## src/core/nibble_cpu_pkg.sv

```systemverilog
// Constants for the 4-bit control microcomputer decode and execute block.
// Assumes a single system clock; every opcode, leading nibble and selector the decoder compares against is named here.
package nibble_cpu_pkg;
  localparam int PC_W = 12;
  localparam logic [11:0] PC_RESET = 12'h000;
  localparam logic [3:0]  NIB_ZERO = 4'h0;
  localparam logic [3:0]  NIB_ONE  = 4'h1;
  // Whole-byte opcodes
  localparam logic [7:0] OP_IDLE        = 8'h00;
  localparam logic [7:0] OP_PORT_READ   = 8'h0C;
  localparam logic [7:0] OP_PORT_WRITE  = 8'h61;
  localparam logic [7:0] OP_SUB_RET     = 8'h62;
  localparam logic [7:0] OP_IRQ_RET     = 8'h22;
  localparam logic [7:0] OP_SWAP_ACC_PH = 8'h23;
  localparam logic [7:0] OP_PTR_LOW_INC = 8'hEE;
  localparam logic [7:0] OP_PTR_LOW_DEC = 8'hEF;
  localparam logic [7:0] OP_ACC_TO_PL   = 8'hF7;
  localparam logic [7:0] OP_PL_TO_ACC   = 8'hE9;
  localparam logic [7:0] OP_PAGE_JUMP   = 8'hFA;
  localparam logic [7:0] OP_TIMER_LOAD  = 8'hF9;
  localparam logic [7:0] OP_HALT        = 8'hF6;
  localparam logic [7:0] OP_CTRL_PFX    = 8'h2C;
  localparam logic [7:0] OP_SWAP_PH_S0  = 8'hF8;
  localparam logic [7:0] OP_SWAP_PH_S1  = 8'hFC;
  localparam logic [7:0] OP_SWAP_PL_S0  = 8'hF0;
  localparam logic [7:0] OP_SWAP_PL_S1  = 8'hF4;
  // Leading nibbles, swap select low bits, port-bit prefixes and one-byte jump range
  localparam logic [3:0] NB_PTR_ZERO_HIGH = 4'h8;
  localparam logic [3:0] NB_PTR_HIGH_IMM  = 4'h4;
  localparam logic [3:0] NB_FLAG_SET      = 4'h5;
  localparam logic [3:0] NB_FLAG_CLR      = 4'h1;
  localparam logic [3:0] NB_JUMP          = 4'h6;
  localparam logic [3:0] NB_CALL          = 4'hA;
  localparam logic [3:0] NB_PAGE0_CALL    = 4'hB;
  localparam logic [3:0] NB_BR_ONE        = 4'h7;
  localparam logic [3:0] NB_BR_ZERO       = 4'h3;
  localparam logic [3:0] NB_BF_SET        = 4'hD;
  localparam logic [3:0] NB_BF_CLR        = 4'h9;
  localparam logic [3:0] NB_LOAD_IMM      = 4'hC;
  localparam logic [3:0] NB_SWAP_ACC      = 4'hE;
  localparam logic [1:0] SWAP_ACC_LOW     = 2'h0;
  localparam logic [5:0] PFX_PORT_BIT_SET = 6'h01;
  localparam logic [5:0] PFX_PORT_BIT_CLR = 6'h09;
  localparam logic [7:0] JUMP_ONE_BYTE_LO = 8'h60;
  localparam logic [7:0] JUMP_ONE_BYTE_HI = 8'h63;
  // Branch second-byte selectors
  localparam logic [1:0] BR_ACC      = 2'h0;
  localparam logic [1:0] BR_MEM      = 2'h1;
  localparam logic [1:0] BR_PORT     = 2'h2;
  localparam logic [3:0] BR_TICK     = 4'hC;
  localparam logic [3:0] BR_PIN_IRQ  = 4'hD;
  localparam logic [3:0] BR_ZERO_F   = 4'hE;
  localparam logic [3:0] BR_CARRY_F  = 4'hF;
  // Control mask second-byte selectors; return stack depth
  localparam logic [3:0] CTRL_SEL_SET = 4'h4;
  localparam logic [3:0] CTRL_SEL_CLR = 4'h5;
  localparam int STACK_DEPTH = 8;
endpackage : nibble_cpu_pkg

```

## src/core/return_stack.sv

```systemverilog
// Last-in first-out store of return addresses in flip-flops.
// Assumes push and pop never coincide; overflow wraps and overwrites oldest.
module return_stack #(
  parameter int DEPTH = 8,
  parameter int W     = 12
) (
  input  wire logic         clk_sys,
  input  wire logic         reset,
  input  wire logic         push,
  input  wire logic         pop,
  input  wire logic [W-1:0] push_data,
  output logic      [W-1:0] top
);
  localparam int PW = $clog2(DEPTH);
  logic [W-1:0]  mem_r [DEPTH];
  logic [PW-1:0] sp_r;
  logic [PW-1:0] sp_dec;

  assign sp_dec = sp_r - 1'b1;
  assign top    = mem_r[sp_dec];

  always_ff @(posedge clk_sys) begin
    if (reset) begin
      sp_r <= '0;
    end else if (push) begin
      mem_r[sp_r] <= push_data;
      sp_r        <= sp_r + 1'b1;
    end else if (pop) begin
      sp_r <= sp_dec;
    end
  end
endmodule : return_stack

```

## src/core/general_flags.sv

```systemverilog
// Sixteen single-bit general flags with set and clear by index.
// Assumes set and clear are never requested together.
module general_flags (
  input  wire logic        clk_sys,
  input  wire logic        reset,
  input  wire logic        set_en,
  input  wire logic        clr_en,
  input  wire logic [3:0]  idx,
  output logic      [15:0] flags,
  output logic             group_zero
);
  logic [15:0] flags_r;
  logic [3:0]  group;
  logic [3:0]  group_after;

  assign flags       = flags_r;
  assign group       = flags_r[{idx[3:2], 2'b00} +: 4];
  assign group_after = group & ~(4'b0001 << idx[1:0]);
  assign group_zero  = (group_after == 4'h0);

  for (genvar i = 0; i < 16; i++) begin : g_flag
    always_ff @(posedge clk_sys) begin
      if (reset) begin
        flags_r[i] <= 1'b0;
      end else if (idx == 4'(i)) begin
        if (set_en) begin
          flags_r[i] <= 1'b1;
        end else if (clr_en) begin
          flags_r[i] <= 1'b0;
        end
      end
    end
  end
endmodule : general_flags

```

## src/core/nibble_cpu_instruction_decoder.sv

```systemverilog
// Decode and execute of pointer, flag, jump, branch, port and misc ops.
// Assumes program ROM and data RAM answer combinationally to the address
// outputs, and port read data is valid for port_sel in the same cycle.
// Behaviour
// [RULE_01] High nibble 8 zeroes pointer high, loads pointer low; nibble 4 loads pointer high.
// [RULE_02] EE increments and EF decrements pointer low, one cycle, zero flag updated.
// [RULE_03] F7 copies accumulator to pointer low; E9 copies back and updates zero.
// [RULE_04] E with select swaps accumulator with scratch A; 23 swaps with pointer high.
// [RULE_05] F8 and FC swap pointer high with H0/H1; F0 and F4 pointer low with L0/L1.
// [RULE_06] High nibble 5 sets and 1 clears the indexed general flag.
// [RULE_07] On clear, zero flag reflects the flag's group of four after clearing.
// [RULE_08] Two-byte jump keeps PC bit 11 and loads bits 10 to 0.
// [RULE_09] FA loads PC bits 7 to 0 from extension and accumulator.
// [RULE_10] High nibble B pushes PC plus one and calls page zero slot.
// [RULE_11] Two-byte call pushes PC plus two, clears bit 11, loads the rest.
// [RULE_12] 62 pops PC; 22 also pops and restores carry and zero copies.
// [RULE_13] Branch selects accumulator, memory or port bit; 7 on one, 3 on zero.
// [RULE_14] Taken branch replaces PC bits 7 to 0; both outcomes take two cycles.
// [RULE_15] Tick and pin interrupt flag branches clear the tested flag always.
// [RULE_16] Carry and zero flag branches test without modifying the flag.
// [RULE_17] Leading D branches on general flag set, 9 on clear.
// [RULE_18] 0C reads addressed port into accumulator; 61 writes accumulator to it.
// [RULE_19] Port bit set and clear take two cycles; clear updates zero, spoils extension.
// [RULE_20] Control mask set ORs, clear ANDs off bits with zero update; two cycles.
// [RULE_21] F9 loads timer from extension and accumulator and clears tick flag.
// [RULE_22] 00 idles one cycle; F6 halts until woken.
// [RULE_23] Repeated immediate loads or accumulator clears: only the first takes effect.
// [RULE_24] Return stack holds eight entries, last in first out.
module nibble_cpu_instruction_decoder
  import nibble_cpu_pkg::*;
#(
  parameter int STACK_LEVELS = STACK_DEPTH
) (
  input  wire logic         clk_sys,
  input  wire logic         reset,
  input  wire logic         ce,
  output logic [PC_W-1:0]   rom_addr,
  input  wire logic [7:0]   rom_data,
  output logic [7:0]        ram_addr,
  input  wire logic [3:0]   ram_rdata,
  output logic [3:0]        port_sel,
  input  wire logic [3:0]   port_rdata,
  output logic [3:0]        port_wdata,
  output logic              port_wr,
  output logic [3:0]        control_bits,
  output logic [7:0]        timer_value,
  output logic              timer_wr,
  input  wire logic         tick_ovf,
  input  wire logic         saved_carry,
  input  wire logic         saved_zero,
  input  wire logic         pin_irq,
  input  wire logic         wake,
  output logic              halted,
  output logic              tick_overflow_flag,
  output logic              pin_irq_flag,
  output logic              carry_flag,
  output logic              zero_flag,
  output logic [3:0]        work_nibble_reg,
  output logic [15:0]       gen_flags
);
  typedef enum logic [1:0] {ST_EXEC, ST_SECOND, ST_WAIT, ST_HALT} state_t;

  state_t          state_r, state_nxt;
  logic [PC_W-1:0] pc_r, pc_nxt;
  logic [7:0]      first_r, first_nxt;
  logic [3:0]      acc_r, acc_nxt;
  logic [3:0]      ext_r, ext_nxt;
  logic [3:0]      ph_r, ph_nxt;
  logic [3:0]      pl_r, pl_nxt;
  logic [3:0]      scr_a_r [4];
  logic [3:0]      scr_a_nxt [4];
  logic [3:0]      scr_h_r [2];
  logic [3:0]      scr_h_nxt [2];
  logic [3:0]      scr_l_r [2];
  logic [3:0]      scr_l_nxt [2];
  logic            carry_r, carry_nxt;
  logic            zero_r, zero_nxt;
  logic            tick_r, tick_nxt;
  logic            irq_r, irq_nxt;
  logic [3:0]      ctl_r, ctl_nxt;
  logic [3:0]      pwdata_r, pwdata_nxt;
  logic            pwr_r, pwr_nxt;
  logic [7:0]      tval_r, tval_nxt;
  logic            twr_r, twr_nxt;
  logic            run_r, run_nxt;
  logic [2:0]      irq_sync_r;
  logic [1:0]      wake_sync_r;

  // Pins pass two stages; edge detect looks only at the settled stages
  logic            irq_edge;
  logic            wake_s;
  logic [3:0]      op_hi;
  logic [3:0]      op_lo;
  logic [3:0]      b1_lo;
  logic [3:0]      b2_hi;
  logic [3:0]      b2_lo;
  logic [PC_W-1:0] pc_inc;
  logic [PC_W-1:0] stack_top;
  logic            push, pop;
  logic [PC_W-1:0] push_val;
  logic            fset, fclr;
  logic [3:0]      fidx;
  logic            group_zero;
  logic            two_byte;
  logic            is_jump_exempt;
  logic            cond;
  logic            taken;
  logic [3:0]      pl_step;
  logic [3:0]      bit_mask;
  logic [3:0]      port_clr_val;

  assign irq_edge       = irq_sync_r[1] & ~irq_sync_r[2];
  assign wake_s         = wake_sync_r[1];
  assign op_hi          = rom_data[7:4];
  assign op_lo          = rom_data[3:0];
  assign b1_lo          = first_r[3:0];
  assign b2_hi          = rom_data[7:4];
  assign b2_lo          = rom_data[3:0];
  assign pc_inc         = pc_r + 1'b1;
  assign is_jump_exempt = (rom_data >= JUMP_ONE_BYTE_LO) && (rom_data <= JUMP_ONE_BYTE_HI);
  assign two_byte       = (op_hi == NB_JUMP && !is_jump_exempt) || op_hi == NB_CALL
                          || op_hi == NB_BR_ONE || op_hi == NB_BR_ZERO
                          || op_hi == NB_BF_SET || op_hi == NB_BF_CLR
                          || rom_data == OP_CTRL_PFX;
  assign pl_step        = (rom_data == OP_PTR_LOW_INC) ? pl_r + 1'b1 : pl_r - 1'b1;
  assign bit_mask       = 4'b0001 << op_lo[1:0];
  assign port_clr_val   = port_rdata & ~bit_mask;

  // Branch condition from the second byte
  always_comb begin
    cond = 1'b0;
    if (first_r[7:4] == NB_BF_SET || first_r[7:4] == NB_BF_CLR) begin
      cond = gen_flags[b2_hi];                                  // [RULE_17]
    end else begin
      unique case (b2_hi[3:2])
        BR_ACC:  cond = acc_r[b2_hi[1:0]];                      // [RULE_13]
        BR_MEM:  cond = ram_rdata[b2_hi[1:0]];                  // [RULE_13]
        BR_PORT: cond = port_rdata[b2_hi[1:0]];                 // [RULE_13]
        default: begin
          unique case (b2_hi)
            BR_TICK:    cond = tick_r;                          // [RULE_15]
            BR_PIN_IRQ: cond = irq_r;                           // [RULE_15]
            BR_ZERO_F:  cond = zero_r;                          // [RULE_16]
            default:    cond = carry_r;                         // [RULE_16]
          endcase
        end
      endcase
    end
  end
  assign taken = (first_r[7:4] == NB_BR_ONE || first_r[7:4] == NB_BF_SET) ? cond : !cond;

  always_comb begin
    state_nxt  = state_r;
    pc_nxt     = pc_r;
    first_nxt  = first_r;
    acc_nxt    = acc_r;
    ext_nxt    = ext_r;
    ph_nxt     = ph_r;
    pl_nxt     = pl_r;
    scr_a_nxt  = scr_a_r;
    scr_h_nxt  = scr_h_r;
    scr_l_nxt  = scr_l_r;
    carry_nxt  = carry_r;
    zero_nxt   = zero_r;
    tick_nxt   = tick_r;
    irq_nxt    = irq_r;
    ctl_nxt    = ctl_r;
    pwdata_nxt = pwdata_r;
    pwr_nxt    = 1'b0;
    tval_nxt   = tval_r;
    twr_nxt    = 1'b0;
    run_nxt    = run_r;
    push       = 1'b0;
    pop        = 1'b0;
    push_val   = pc_inc;
    fset       = 1'b0;
    fclr       = 1'b0;
    fidx       = op_lo;
    unique case (state_r)
      ST_HALT: begin
        if (wake_s) begin
          state_nxt = ST_EXEC;                                  // [RULE_22]
        end
      end
      ST_WAIT: begin
        state_nxt = ST_EXEC;                                    // [RULE_19]
      end
      ST_SECOND: begin
        state_nxt = ST_EXEC;
        pc_nxt    = pc_inc;
        run_nxt   = 1'b0;
        if (first_r[7:4] == NB_JUMP) begin
          pc_nxt = {pc_r[11], rom_data[6:4], b1_lo, b2_lo};     // [RULE_08]
        end else if (first_r[7:4] == NB_CALL) begin
          push   = 1'b1;                                        // [RULE_11]
          pc_nxt = {1'b0, rom_data[6:4], b1_lo, b2_lo};         // [RULE_11]
        end else if (first_r == OP_CTRL_PFX) begin
          if (b2_hi == CTRL_SEL_SET) begin
            ctl_nxt = ctl_r | b2_lo;                            // [RULE_20]
          end else if (b2_hi == CTRL_SEL_CLR) begin
            ctl_nxt  = ctl_r & ~b2_lo;                          // [RULE_20]
            zero_nxt = ((ctl_r & ~b2_lo) == NIB_ZERO);          // [RULE_20]
          end
        end else begin
          if (taken) begin
            pc_nxt = {pc_r[11:8], b1_lo, b2_lo};                // [RULE_14]
          end
          if (first_r[7:4] == NB_BR_ONE || first_r[7:4] == NB_BR_ZERO) begin
            if (b2_hi == BR_TICK) begin
              tick_nxt = 1'b0;                                  // [RULE_15]
            end else if (b2_hi == BR_PIN_IRQ) begin
              irq_nxt = 1'b0;                                   // [RULE_15]
            end
          end
        end
      end
      ST_EXEC: begin
        pc_nxt  = pc_inc;
        run_nxt = 1'b0;
        if (two_byte) begin
          first_nxt = rom_data;
          state_nxt = ST_SECOND;
        end else if (op_hi == NB_LOAD_IMM) begin
          run_nxt = 1'b1;
          if (!run_r) begin
            acc_nxt  = op_lo;                                   // [RULE_23]
            zero_nxt = (op_lo == NIB_ZERO);
          end
        end else if (op_hi == NB_PTR_ZERO_HIGH) begin
          ph_nxt = NIB_ZERO;                                    // [RULE_01]
          pl_nxt = op_lo;                                       // [RULE_01]
        end else if (op_hi == NB_PTR_HIGH_IMM) begin
          ph_nxt = op_lo;                                       // [RULE_01]
        end else if (op_hi == NB_FLAG_SET) begin
          fset = 1'b1;                                          // [RULE_06]
        end else if (op_hi == NB_FLAG_CLR) begin
          fclr     = 1'b1;                                      // [RULE_06]
          zero_nxt = group_zero;                                // [RULE_07]
        end else if (op_hi == NB_PAGE0_CALL) begin
          push   = 1'b1;                                        // [RULE_10]
          pc_nxt = {6'h00, op_lo, 2'b00};                       // [RULE_10]
        end else if (op_hi == NB_SWAP_ACC && op_lo[1:0] == SWAP_ACC_LOW) begin
          acc_nxt                = scr_a_r[op_lo[3:2]];         // [RULE_04]
          scr_a_nxt[op_lo[3:2]]  = acc_r;                       // [RULE_04]
        end else if (rom_data[7:2] == PFX_PORT_BIT_SET) begin
          pwdata_nxt = port_rdata | bit_mask;                   // [RULE_19]
          pwr_nxt    = 1'b1;
          state_nxt  = ST_WAIT;                                 // [RULE_19]
        end else if (rom_data[7:2] == PFX_PORT_BIT_CLR) begin
          pwdata_nxt = port_clr_val;                            // [RULE_19]
          pwr_nxt    = 1'b1;
          zero_nxt   = (port_clr_val == NIB_ZERO);              // [RULE_19]
          ext_nxt    = port_rdata;                              // [RULE_19]
          state_nxt  = ST_WAIT;                                 // [RULE_19]
        end else begin
          unique case (rom_data)
            OP_PTR_LOW_INC, OP_PTR_LOW_DEC: begin
              pl_nxt   = pl_step;                               // [RULE_02]
              zero_nxt = (pl_step == NIB_ZERO);                 // [RULE_02]
            end
            OP_ACC_TO_PL: pl_nxt = acc_r;                       // [RULE_03]
            OP_PL_TO_ACC: begin
              acc_nxt  = pl_r;                                  // [RULE_03]
              zero_nxt = (pl_r == NIB_ZERO);                    // [RULE_03]
            end
            OP_SWAP_ACC_PH: begin
              acc_nxt = ph_r;                                   // [RULE_04]
              ph_nxt  = acc_r;                                  // [RULE_04]
            end
            OP_SWAP_PH_S0, OP_SWAP_PH_S1: begin
              ph_nxt               = scr_h_r[rom_data[2]];      // [RULE_05]
              scr_h_nxt[rom_data[2]] = ph_r;                    // [RULE_05]
            end
            OP_SWAP_PL_S0, OP_SWAP_PL_S1: begin
              pl_nxt               = scr_l_r[rom_data[2]];      // [RULE_05]
              scr_l_nxt[rom_data[2]] = pl_r;                    // [RULE_05]
            end
            OP_PAGE_JUMP: pc_nxt = {pc_r[11:8], ext_r, acc_r};  // [RULE_09]
            OP_SUB_RET: begin
              pop    = 1'b1;                                    // [RULE_12]
              pc_nxt = stack_top;                               // [RULE_12]
            end
            OP_IRQ_RET: begin
              pop       = 1'b1;                                 // [RULE_12]
              pc_nxt    = stack_top;                            // [RULE_12]
              carry_nxt = saved_carry;                          // [RULE_12]
              zero_nxt  = saved_zero;                           // [RULE_12]
            end
            OP_PORT_READ: begin
              acc_nxt  = port_rdata;                            // [RULE_18]
              zero_nxt = (port_rdata == NIB_ZERO);              // [RULE_18]
            end
            OP_PORT_WRITE: begin
              pwdata_nxt = acc_r;                               // [RULE_18]
              pwr_nxt    = 1'b1;                                // [RULE_18]
            end
            OP_TIMER_LOAD: begin
              tval_nxt = {ext_r, acc_r};                        // [RULE_21]
              twr_nxt  = 1'b1;                                  // [RULE_21]
              tick_nxt = 1'b0;                                  // [RULE_21]
            end
            OP_HALT: state_nxt = ST_HALT;                       // [RULE_22]
            // Idle and the arithmetic group left to other logic
            default: pc_nxt = pc_inc;                           // [RULE_22]
          endcase
        end
      end
    endcase
    // A new event wins over a clear in the same cycle
    tick_nxt = tick_nxt | tick_ovf;
    irq_nxt  = irq_nxt | irq_edge;
  end

  return_stack #(.DEPTH(STACK_LEVELS), .W(PC_W)) u_stack (      // [RULE_24]
    .clk_sys   (clk_sys),
    .reset     (reset),
    .push      (push & ce),
    .pop       (pop & ce),
    .push_data (push_val),
    .top       (stack_top)
  );

  general_flags u_flags (
    .clk_sys    (clk_sys),
    .reset      (reset),
    .set_en     (fset & ce),
    .clr_en     (fclr & ce),
    .idx        (fidx),
    .flags      (gen_flags),
    .group_zero (group_zero)
  );

  always_ff @(posedge clk_sys) begin
    if (reset) begin
      irq_sync_r  <= '0;
      wake_sync_r <= '0;
    end else if (ce) begin
      irq_sync_r  <= {irq_sync_r[1:0], pin_irq};
      wake_sync_r <= {wake_sync_r[0], wake};
    end
  end

  always_ff @(posedge clk_sys) begin
    if (reset) begin
      state_r <= ST_EXEC;
      pc_r    <= PC_RESET;
      first_r <= OP_IDLE;
      run_r   <= 1'b0;
    end else if (ce) begin
      state_r <= state_nxt;
      pc_r    <= pc_nxt;
      first_r <= first_nxt;
      run_r   <= run_nxt;
    end
  end

  always_ff @(posedge clk_sys) begin
    if (reset) begin
      acc_r   <= NIB_ZERO;
      ext_r   <= NIB_ZERO;
      ph_r    <= NIB_ZERO;
      pl_r    <= NIB_ZERO;
      scr_a_r <= '{default: NIB_ZERO};
      scr_h_r <= '{default: NIB_ZERO};
      scr_l_r <= '{default: NIB_ZERO};
    end else if (ce) begin
      acc_r   <= acc_nxt;
      ext_r   <= ext_nxt;
      ph_r    <= ph_nxt;
      pl_r    <= pl_nxt;
      scr_a_r <= scr_a_nxt;
      scr_h_r <= scr_h_nxt;
      scr_l_r <= scr_l_nxt;
    end
  end

  always_ff @(posedge clk_sys) begin
    if (reset) begin
      carry_r  <= 1'b0;
      zero_r   <= 1'b0;
      tick_r   <= 1'b0;
      irq_r    <= 1'b0;
      ctl_r    <= NIB_ZERO;
      pwdata_r <= NIB_ZERO;
      pwr_r    <= 1'b0;
      tval_r   <= 8'h00;
      twr_r    <= 1'b0;
    end else if (ce) begin
      carry_r  <= carry_nxt;
      zero_r   <= zero_nxt;
      tick_r   <= tick_nxt;
      irq_r    <= irq_nxt;
      ctl_r    <= ctl_nxt;
      pwdata_r <= pwdata_nxt;
      pwr_r    <= pwr_nxt;
      tval_r   <= tval_nxt;
      twr_r    <= twr_nxt;
    end
  end

  assign rom_addr           = pc_r;
  assign ram_addr           = {ph_r, pl_r};
  assign port_sel           = pl_r;
  assign port_wdata         = pwdata_r;
  // Strobe held while ce is low would repeat a write; gate it
  assign port_wr            = pwr_r & ce;
  assign timer_wr           = twr_r & ce;
  assign timer_value        = tval_r;
  assign control_bits       = ctl_r;
  assign halted             = (state_r == ST_HALT);
  assign tick_overflow_flag = tick_r;
  assign pin_irq_flag       = irq_r;
  assign carry_flag         = carry_r;
  assign zero_flag          = zero_r;
  assign work_nibble_reg    = acc_r;
endmodule : nibble_cpu_instruction_decoder

```

## config.mk

```make
export PLATFORM = sky130hd
export DESIGN_NAME = nibble_cpu_instruction_decoder
export DESIGN_NICKNAME = d
export VERILOG_FILES = /design/src/core/nibble_cpu_pkg.sv /design/src/core/return_stack.sv /design/src/core/general_flags.sv /design/src/core/nibble_cpu_instruction_decoder.sv
export SDC_FILE = /design/constraint.sdc
export NUM_CORES = 1
export LEC_CHECK = 0
export ABC_AREA = 1
export BUFFER_PORTS_ARGS = -buffer_cell sky130_fd_sc_hd__buf_2
export CAP_MARGIN = 20
export CELL_PAD_IN_SITES_DETAIL_PLACEMENT = 1
export CELL_PAD_IN_SITES_GLOBAL_PLACEMENT = 1
export CORE_UTILIZATION = 45
export CTS_CLUSTER_DIAMETER = 80
export DETAILED_ROUTE_END_ITERATION = 8
export PLACE_DENSITY_LB_ADDON = 0.1
export SYNTH_ARGS = -nofsm -noshare
export SYNTH_HDL_FRONTEND = slang
export SYNTH_SLANG_ARGS = --single-unit
```

## constraint.sdc

```tcl
create_clock -name clk_sys -period 8.05 [get_ports clk_sys]
set_input_delay 0.4025 -clock clk_sys [delete_from_list [all_inputs] [get_ports clk_sys]]
set_output_delay 0.4025 -clock clk_sys [all_outputs]
set_load 0.05 [all_outputs]
```

==> summary.md, run 1 <==
| Metric | Value |
|---|---|
| Outcome | `completed` |
| DR pass1 iterations | `7` |
| XOR/XNOR Fraction of Synth Area | `1.163%` |
| Worst setup SP type | `flip-flop` |
| Critical path's slowest cell | `ha_1` |
| Top reg by flops | `u_stack.mem_r` |
| Net Sw Frac | `a little over a quarter` |
| Initial antenna violation count | `0` |
| Min Clock Period, post-route | `about 4000 ps` |
| Post-route ant nets | `0` |
| Largest cells by area after synthesis | `edfxtp_1 (27%), dfxtp_1 (22%), nand2_1 (8.6%)` |
| Post-route setup TNS | `0 ps` |
| I/O pins | `91` |
| Synth top area share | `a little over a quarter` |
| Clock Path Buffers | `3` |
| Critical Path AT | `roughly 4500 ps` |
| Worst rel slew slack | `about 28%` |
| Overall power | `around 2.8 mW` |
| Ys async rst share | `0%` |
| Vias in the first global route | `10,210` |
| Die footprint | `~24,000 um2` |
| Setup bufs post-CTS | `0` |
| Worst-path fanout max | `~50` |
| Largest net degree at the start of global routing | `86` |
| Hold buffer count at cts | `0` |
| Synthesized instance count | `about 1,300` |
| Number of flip-flops in the largest register | `96` |
| Mean post-synth cell area | `between 7 and 8 um2` |
| DR vias | `roughly 10,000` |
| Worst Hold End | `irq_sync_r[0]$_SDFFE_PP0P_` |
| Share of the yosys chip area belonging to registers | `49.58%` |
| Synth cell count leaders | `nand2_1 (242), o21ai_0 (160), a21oi_1 (137)` |
| Switch Pwr | `about 730 uW` |
| Critical path capture point type | `flip-flop` |
| Placer's final routability congestion estimate | `slightly above 0.9` |
| Site Rows | `55` |
| Final setup fails | `0` |
| FF+latch count, synth | `approximately 210` |
| First-pass GRT wire length | `~59,000 um` |
| Port Buf Inserts | `90` |
| WP data required | `around 8500 ps` |
| R2R cell count | `13` |
| Synth Area in Adders | `less than 1%` |
| Synthesized Nets | `1,355` |
| Reg2reg start | `u_stack.sp_r[0]$_SDFFE_PP0P_` |
| Power per cell area | `226.1 nW/um2` |
| Layout cell share with drive strength beyond 1 | `between 10 and 15%` |
| Biggest cell delay along the critical path | `1040 ps` |
| Combinational share of power | `between 10 and 15%` |
| Largest family of logic cells by synthesized area | `compound AO/OA/AOI/OAI gates` |
| P_leak | `a little under 5 nW` |
| Internal power | `2.028 mW` |
| Iteration-0 DRC Markers | `roughly 670` |
| Count of pins over their slew limit | `0` |
| Min Hold Slack | `roughly 92 ps` |
| Synth-to-Final Area Change | `15.86%` |
| CP cell instances | `buf_4 -> clkinv_1 -> ha_1 -> inv_1 -> nand3_1 -> nand3_1 -> a21oi_1 -> nor2_1 -> o21ai_0 -> nand3b_1 -> a21oi_1 -> nand2_1 -> a21oi_1` |
| Netlist cell types | `45` |
| RSZ-0062 raised after global routing | `no` |
| Reg-to-Reg End | `rom_addr[4]$_SDFFE_PP0P_` |
| HP Class | `primary input to flip-flop` |
| Gr usage total | `between 30 and 40%` |
| Hpwl dp | `around 27,000 um` |
| Mux contribution to synthesized area | `0%` |
| Num CTS Buffers | `25` |
| Worst slew pin tran | `~1100 ps` |
| Finished Core Util | `a little over half` |
| Nets | `1,430` |
| Worst ir drop on vdd | `between 0.00015 and 0.0002 V` |
| Grt total ovfl | `0` |
| FMAX | `approximately 0.25 GHz` |
| Flop pwr share | `42.9%` |
| Synth warn | `0` |
| Area leader, netlist | `edfxtp_1` |
| CP most frequent cell | `a21oi_1` |
| Post-synth EDFFs | `96` |
| DR vias/cell | `5.792` |
| Count leader, synth | `nand2_1` |
| Compound-Gate Fraction of Synth Area | `a little over a fifth` |
| Top FF cell, synth | `dfxtp_1` |
| Worst Hold Launch | `pin_irq` |
| Initial cell density of the core | `between 40% and 50%` |
| Crit path kind | `flip-flop to flip-flop` |
| Post-CTS Resized | `0` |
| Core footprint | `between 20,000 and 25,000 um2` |
| Detailed Route WL | `between 30,000 and 40,000 um` |
| Max_cap viols | `0` |
| Simple logic cell fraction of the synthesized area | `between 10% and 20%` |
| Root Driver | `clkbuf_16` |
| Hold Path Cell Cnt | `3` |
| Clock latency on the worst-skew pair | `between 500 and 600 ps` |
| Mapped cell area | `roughly 11,000 um2` |
| Antenna diode instance count | `0` |
| Die X | `approximately 160 um` |
| Hold Vio Cnt, Final | `0` |
| Die H | `approximately 160 um` |
| Tcrit/Tclk final | `between 40 and 50%` |
| Sink Count | `between 200 and 250` |
| Register clock-pin slew on the reported worst setup and hold paths | `60 ps` |
| Clock power share | `45.8%` |
| H-tree lvl count | `1` |
| TritonCTS clock tree | `built` |
| Worst R2R Setup Slack | `4030 ps` |
| DRC | `0` |
| Wire per inst | `21.92 um` |
| Fin Clk Skew | `around 12 ps` |
[final cells by class]
class,instances,area [um2]
Clock inverter,13,232.7
Clock buffer,33,685.7
Tap cell,313,391.6
Fill cell,2803,10570
Sequential cell,213,5225
Timing Repair Buffer,105,580.6
Inverter,154,578.1
Multi-Input combinational cell,900,4517
[layout by cell type (no fill, tap or decap), drive strengths merged, types with 3 or more instances in the layout]
cell and n:
clkbuf 34, o221ai 18, o2111ai 5, edfxtp 96, a22oi 14, ha 6, dfxtp 117, inv 149
nor3 28, o21ai 171, nand3 70, a31oi 7, xnor2 3, a211oi 7, bufinv 6, xor2 11
nor2 121, o22ai 6, buf 104, nor4 6, a21oi 137, o211ai 15, o311ai 3, nand2 253
nand4 4, clkinv 11, a311oi 4
[worst max-delay path: cells and delay by family (launching register included)]
kind            cells  cell delay, ps
simple gates        5             690
buf+inv             3            1290
compound gates      4             590
flops               1             320
fa+ha+maj           1            1040
[power groups by stage]
| stage | Clock (mW) | Sequential, mW | Combinational (mW) |
|---|---|---|---|
| 2_1_floorplan | 0 | 1.23 | 0.167 |
| 3_3_place_gp | 0 | 1.21 | 0.302 |
| 3_5_place_dp | 0 | 1.21 | 0.306 |
| 4_1_cts | 1.28 | 1.18 | 0.309 |
| 5_1_grt | 1.32 | 1.19 | 0.337 |
| 6_report | 1.26 | 1.18 | 0.312 |
[logic make-up after synthesis]
family,Yosys count
buffers and inverters,211
adders and majority gates,7
DFF,213
xor gates and xnor gates,14
and+or+nand+nor,484
AOI/OAI and AO/OA,395
[per-layer routing]
| layer | global-route usage [%] | wire, um | vias up | part of all wire (%) |
|---|---|---|---|---|
| li1 | - | - | 4714 | - |
| met1 | 39.95 | 15450 | 4887 | 41 |
| met2 | 55.68 | 18690 | 319 | 49 |
| met3 | 3.621 | 1981 | 106 | 5.2 |
| met4 | 15.32 | 1831 | 0 | 4.8 |
| met5 | 0 | 0 | - | 0 |
[per-stage QoR]
step | setup WS [ps] | instances | cell area, um2
floorplan | 5157 | 1324 | 10540
global placement | 4230 | 1681 | 11240
detailed placement | 4188 | 1681 | 11240
CTS | 4072 | 1727 | 12160
global route | 3791 | 1731 | 12210
finish | 4032 | 1731 | 12210
[how the worst max path moves through the flow]
| stage | slack, ps | from | endpoint |
|---|---|---|---|
| 2_1_floorplan | 5160 | rom_data[6] | u_stack.mem_r[0][0]$_DFFE_PP_ |
| 3_3_place_gp | 4230 | u_stack.sp_r[0]$_SDFFE_PP0P_ | rom_addr[7]$_SDFFE_PP0P_ |
| 3_5_place_dp | 4190 | u_stack.sp_r[0]$_SDFFE_PP0P_ | rom_addr[4]$_SDFFE_PP0P_ |
| 4_1_cts | 4070 | u_stack.sp_r[0]$_SDFFE_PP0P_ | rom_addr[4]$_SDFFE_PP0P_ |
| 5_1_grt | 3790 | u_stack.sp_r[0]$_SDFFE_PP0P_ | rom_addr[4]$_SDFFE_PP0P_ |
| 6_report | 4030 | u_stack.sp_r[0]$_SDFFE_PP0P_ | rom_addr[4]$_SDFFE_PP0P_ |
(Power assumes the default switching activity.)
==> run 2, diff against run 1 <==
--- a/config.mk
+++ b/config.mk
@@ -5,7 +5,7 @@
 export SDC_FILE = /design/constraint.sdc
 export NUM_CORES = 1
 export LEC_CHECK = 0
-export ABC_AREA = 1
+export ABC_AREA = 0
 export BUFFER_PORTS_ARGS = -buffer_cell sky130_fd_sc_hd__buf_2
 export CAP_MARGIN = 20
 export CELL_PAD_IN_SITES_DETAIL_PLACEMENT = 1
==> constraint.sdc (replaced) <==
create_clock -name clk_sys -period 4 [get_ports clk_sys]
set_input_delay 0.2 -clock clk_sys [delete_from_list [all_inputs] [get_ports clk_sys]]
set_output_delay 0.2 -clock clk_sys [all_outputs]
set_load 0.05 [all_outputs]
==> run 2 against run 1 <==
Against the previous run: sequential share of layout area decreased by 1.3 points; utilization decreased by 1.6 points; die area increased by 5.0%; first-iteration DRC count decreased by 1.3%; clock skew increased by 19 ps; count of clock-buffer cells in the layout unchanged; sequential power increased by 98%; critical path depth decreased by 5; maximum frequency increased by 35%; via count decreased by 9.9%; cell count decreased by 15%; global-route usage decreased by 3.7 points; critical path type unchanged; largest power group is now registers.
==> summary.md, run 2 <==
| Metric | Value |
|---|---|
| DR pass1 iterations | `5 (was 7)` |
| HP Class | `primary input to flip-flop (unchanged)` |
| I/O pins | `91 (unchanged)` |
| Outcome | `completed (unchanged)` |
| Synth cell count leaders | `nor2_1 (150), dfxtp_1 (117), mux2i_1 (105) (was nand2_1 (242), o21ai_0 (160), a21oi_1 (137))` |
| Most frequent cells in the layout | `nor2_1 (150), dfxtp_1 (116), mux2i_1 (105) (was nand2_1 (242), o21ai_0 (160), a21oi_1 (137))` |
| Nets | `1,159 (was 1,430)` |
| Synthesized Nets | `1,082 (was 1,355)` |
| Power per cell area | `389.5 nW/um2 (was 226.1 nW/um2)` |
| Synthesized instance count | `1,051 (was 1,324)` |
| DR vias/cell | `6.153 (was 5.792)` |
| Post-route ant nets | `0 (unchanged)` |
| Crit path kind | `flip-flop to flip-flop (unchanged)` |
| First-pass GRT wire length | `55,390 um (was 59,280 um)` |
| P_leak | `4.854 nW (was 4.901 nW)` |
| Count leader, synth | `nor2_1 (was nand2_1)` |
| Detailed Route WL | `35,820 um (was 37,950 um)` |
| Number of flip-flops in the largest register | `96 (unchanged)` |
| Non-filler cells, final | `1,468 (was 1,731)` |
| Filler cells | `2,685 (was 2,803)` |
| Hold Path Cell Cnt | `3 (unchanged)` |
| FMAX | `0.3356 GHz (was 0.2489 GHz)` |
| Share of the yosys chip area belonging to registers | `47.20% (was 49.58%)` |
| Count of pins over their slew limit | `0 (unchanged)` |
| Fin Clk Skew | `30.92 ps (was 12.34 ps)` |
| Core footprint | `24,250 um2 (was 22,780 um2)` |
| H-tree lvl count | `1 (unchanged)` |
| Site Rows | `57 (was 55)` |
| Placer's final routability congestion estimate | `0.9115 (was 0.9290)` |
| Num CTS Buffers | `23 (was 25)` |
| Critical path's slowest cell | `ha_1 (unchanged)` |
| Min Clock Period, post-route | `2980 ps (was 4018 ps)` |
| Root Driver | `clkbuf_16 (unchanged)` |
| R2R cell count | `8 (was 13)` |
| Die footprint | `25,230 um2 (was 24,040 um2)` |
| Min Hold Slack | `28.28 ps (was 91.70 ps)` |
| Worst rel slew slack | `32.22% (was 28.45%)` |
| FF+latch count, synth | `213 (unchanged)` |
| Max_cap viols | `0 (unchanged)` |
| Tcrit/Tclk final | `74.50% (was 49.92%)` |
| Synth warn | `0 (unchanged)` |
| DRC | `0 (unchanged)` |
| Initial cell density of the core | `45.65% (was 46.27%)` |
| Synth top area share | `26.04% (was 27.35%)` |
| Synth-to-Final Area Change | `13.93% (was 15.86%)` |
| WP data required | `4360 ps (was 8510 ps)` |
| Largest net degree at the start of global routing | `62 (was 86)` |
| Worst slew pin tran | `1009 ps (was 1073 ps)` |
| Commonest non-fill, non-tap cell in the layout | `nor2_1 (was nand2_1)` |
| CP cell instances | `inv_1 -> ha_1 -> buf_4 -> mux4_2 -> mux2_2 -> a222oi_1 -> a2bb2oi_1 -> o22ai_1 (was buf_4 -> clkinv_1 -> ha_1 -> inv_1 -> nand3_1 -> nand3_1 -> a21oi_1 -> nor2_1 -> o21ai_0 -> nand3b_1 -> a21oi_1 -> nand2_1 -> a21oi_1)` |
| Post-CTS Resized | `0 (unchanged)` |
| Die X | `158.8 um (was 155.0 um)` |
| Initial antenna violation count | `0 (unchanged)` |
| TritonCTS clock tree | `built (unchanged)` |
| # placed instances | `1,423 (was 1,681)` |
| Mapped cell area | `11,070 um2 (was 10,540 um2)` |
| Area leader, netlist | `edfxtp_1 (unchanged)` |
| Layout cell share with drive strength beyond 1 | `19.84% (was 13.89%)` |
| Port Buf Inserts | `90 (unchanged)` |
| Setup bufs post-CTS | `0 (unchanged)` |
| Iteration-0 DRC Markers | `663 (was 672)` |
| Die H | `158.8 um (was 155.0 um)` |
| Post-synth EDFFs | `96 (unchanged)` |
| Ys async rst share | `0% (unchanged)` |
| Top reg by flops | `u_stack.mem_r (unchanged)` |
| Wire per inst | `24.40 um (was 21.92 um)` |
| Biggest cell delay along the critical path | `590 ps (was 1040 ps)` |
| Worst-path fanout max | `18 (was 51)` |
| Top FF cell, synth | `dfxtp_1 (unchanged)` |
| Register clock-pin slew on the reported worst setup and hold paths | `60 ps (about the same)` |
| Hold Vio Cnt, Final | `0 (unchanged)` |
| Gr usage total | `28.44% (was 32.13%)` |
| Post-route setup TNS | `0 ps (unchanged)` |
| Worst setup SP type | `flip-flop (unchanged)` |
| Worst ir drop on vdd | `0.0003726 V (was 0.0001726 V)` |
| Clock Path Buffers | `3 (unchanged)` |
| Clock latency on the worst-skew pair | `520 ps (was 540 ps)` |
| DR vias | `9,033 (was 10,030)` |
| Critical Path AT | `3340 ps (was 4480 ps)` |
| Antenna diode instance count | `0 (unchanged)` |
| Vias in the first global route | `9,045 (was 10,210)` |
| Final setup fails | `0 (unchanged)` |
| RSZ-0062 raised after global routing | `no (unchanged)` |
| Hpwl dp | `25,080 um (was 26,860 um)` |
| Grt total ovfl | `0 (unchanged)` |
| Sink Count | `213 (unchanged)` |
| Netlist cell types | `83 (was 45)` |
| Critical path capture point type | `flip-flop (unchanged)` |
| Largest cells by area after synthesis | `edfxtp_1 (26%), dfxtp_1 (21%), mux2i_1 (9.5%) (was edfxtp_1 (27%), dfxtp_1 (22%), nand2_1 (8.6%))` |
| Mean post-synth cell area | `10.53 um2 (was 7.960 um2)` |
==> run 2: final cells by class <==
cell class / instances / area (um2) / share of cell area [%]
sequential: 213 / 5226 / 41.44
multi-input combinational: 735 / 5403 / 42.84
timing repair buffer: 134 / 793.3 / 6.290
tap: 324 / 405.4 / 3.215
inverter: 21 / 78.83 / 0.6251
clock buffer: 33 / 613.1 / 4.862
clock inverter: 8 / 91.34 / 0.7243
==> run 2: metal layers <==
layer	vias to the layer above	track usage, %	routed length (um)
li1	4076	-	-
met1	4569	37.21	15140
met2	292	47.51	17490
met3	96	4.232	1930
met4	0	10.68	1262
met5	-	0	0
==> run 2: worst max-delay path: cells and delay by family (launching register included) <==
family / cells / cell delay, ps
flip-flops: 1 / 480
adder cells (fa/ha/maj): 1 / 590
buffers and inverters: 2 / 470
multiplexers: 2 / 670
AO/OA/AOI/OAI: 3 / 600
==> run 2: worst paths after layout <==
check,startpoint,to,slack [ps]
worst max-delay path,u_stack.sp_r[1]$_SDFFE_PP0P_,rom_addr[7]$_SDFFE_PP0P_,1020
worst min-delay path,port_rdata[1],ext_r[1]$_SDFFE_PP0P_,30
worst max register to register,u_stack.sp_r[1]$_SDFFE_PP0P_,rom_addr[7]$_SDFFE_PP0P_,1020
worst min register to register,port_wdata[0]$_SDFFE_PP0P_,port_wdata[0]$_SDFFE_PP0P_,450
==> run 2: cell families after synthesis <==
kind of cell / Yosys count / share of synthesized area [%]
flops: 213 / 47.20
buf+inv: 103 / 4.137
simple gates: 383 / 16.83
mux: 150 / 17.90
xor+xnor: 17 / 1.469
compound gates: 178 / 11.60
fa+ha+maj: 7 / 0.8590
==> run 2: where the power goes <==
part / total, mW / switching [mW] / internal [mW]
Combinational: 0.506 / 0.348 / 0.158
Sequential: 2.34 / 0.0390 / 2.30
Clock: 2.06 / 0.871 / 1.19
==> run 2: metrics by stage <==
stage	area, um2	worst slack (ps)	utilization, %	total power, mW
6_report	12610	1020	52.01	4.911
5_1_grt	12610	897.4	52.01	5.063
3_3_place_gp	11870	759.0	48.94	2.878
3_5_place_dp	11870	685.3	48.94	2.883
2_1_floorplan	11070	691.3	-	2.725
4_1_cts	12610	1003	52.01	4.945
==> run 2: timing repair <==
| item | CTS | global route |
|---|---|---|
| hold endpoints to repair | 4 | 0 |
| setup endpoints to repair | 0 | 0 |
| hold buffers | 4 | 0 |
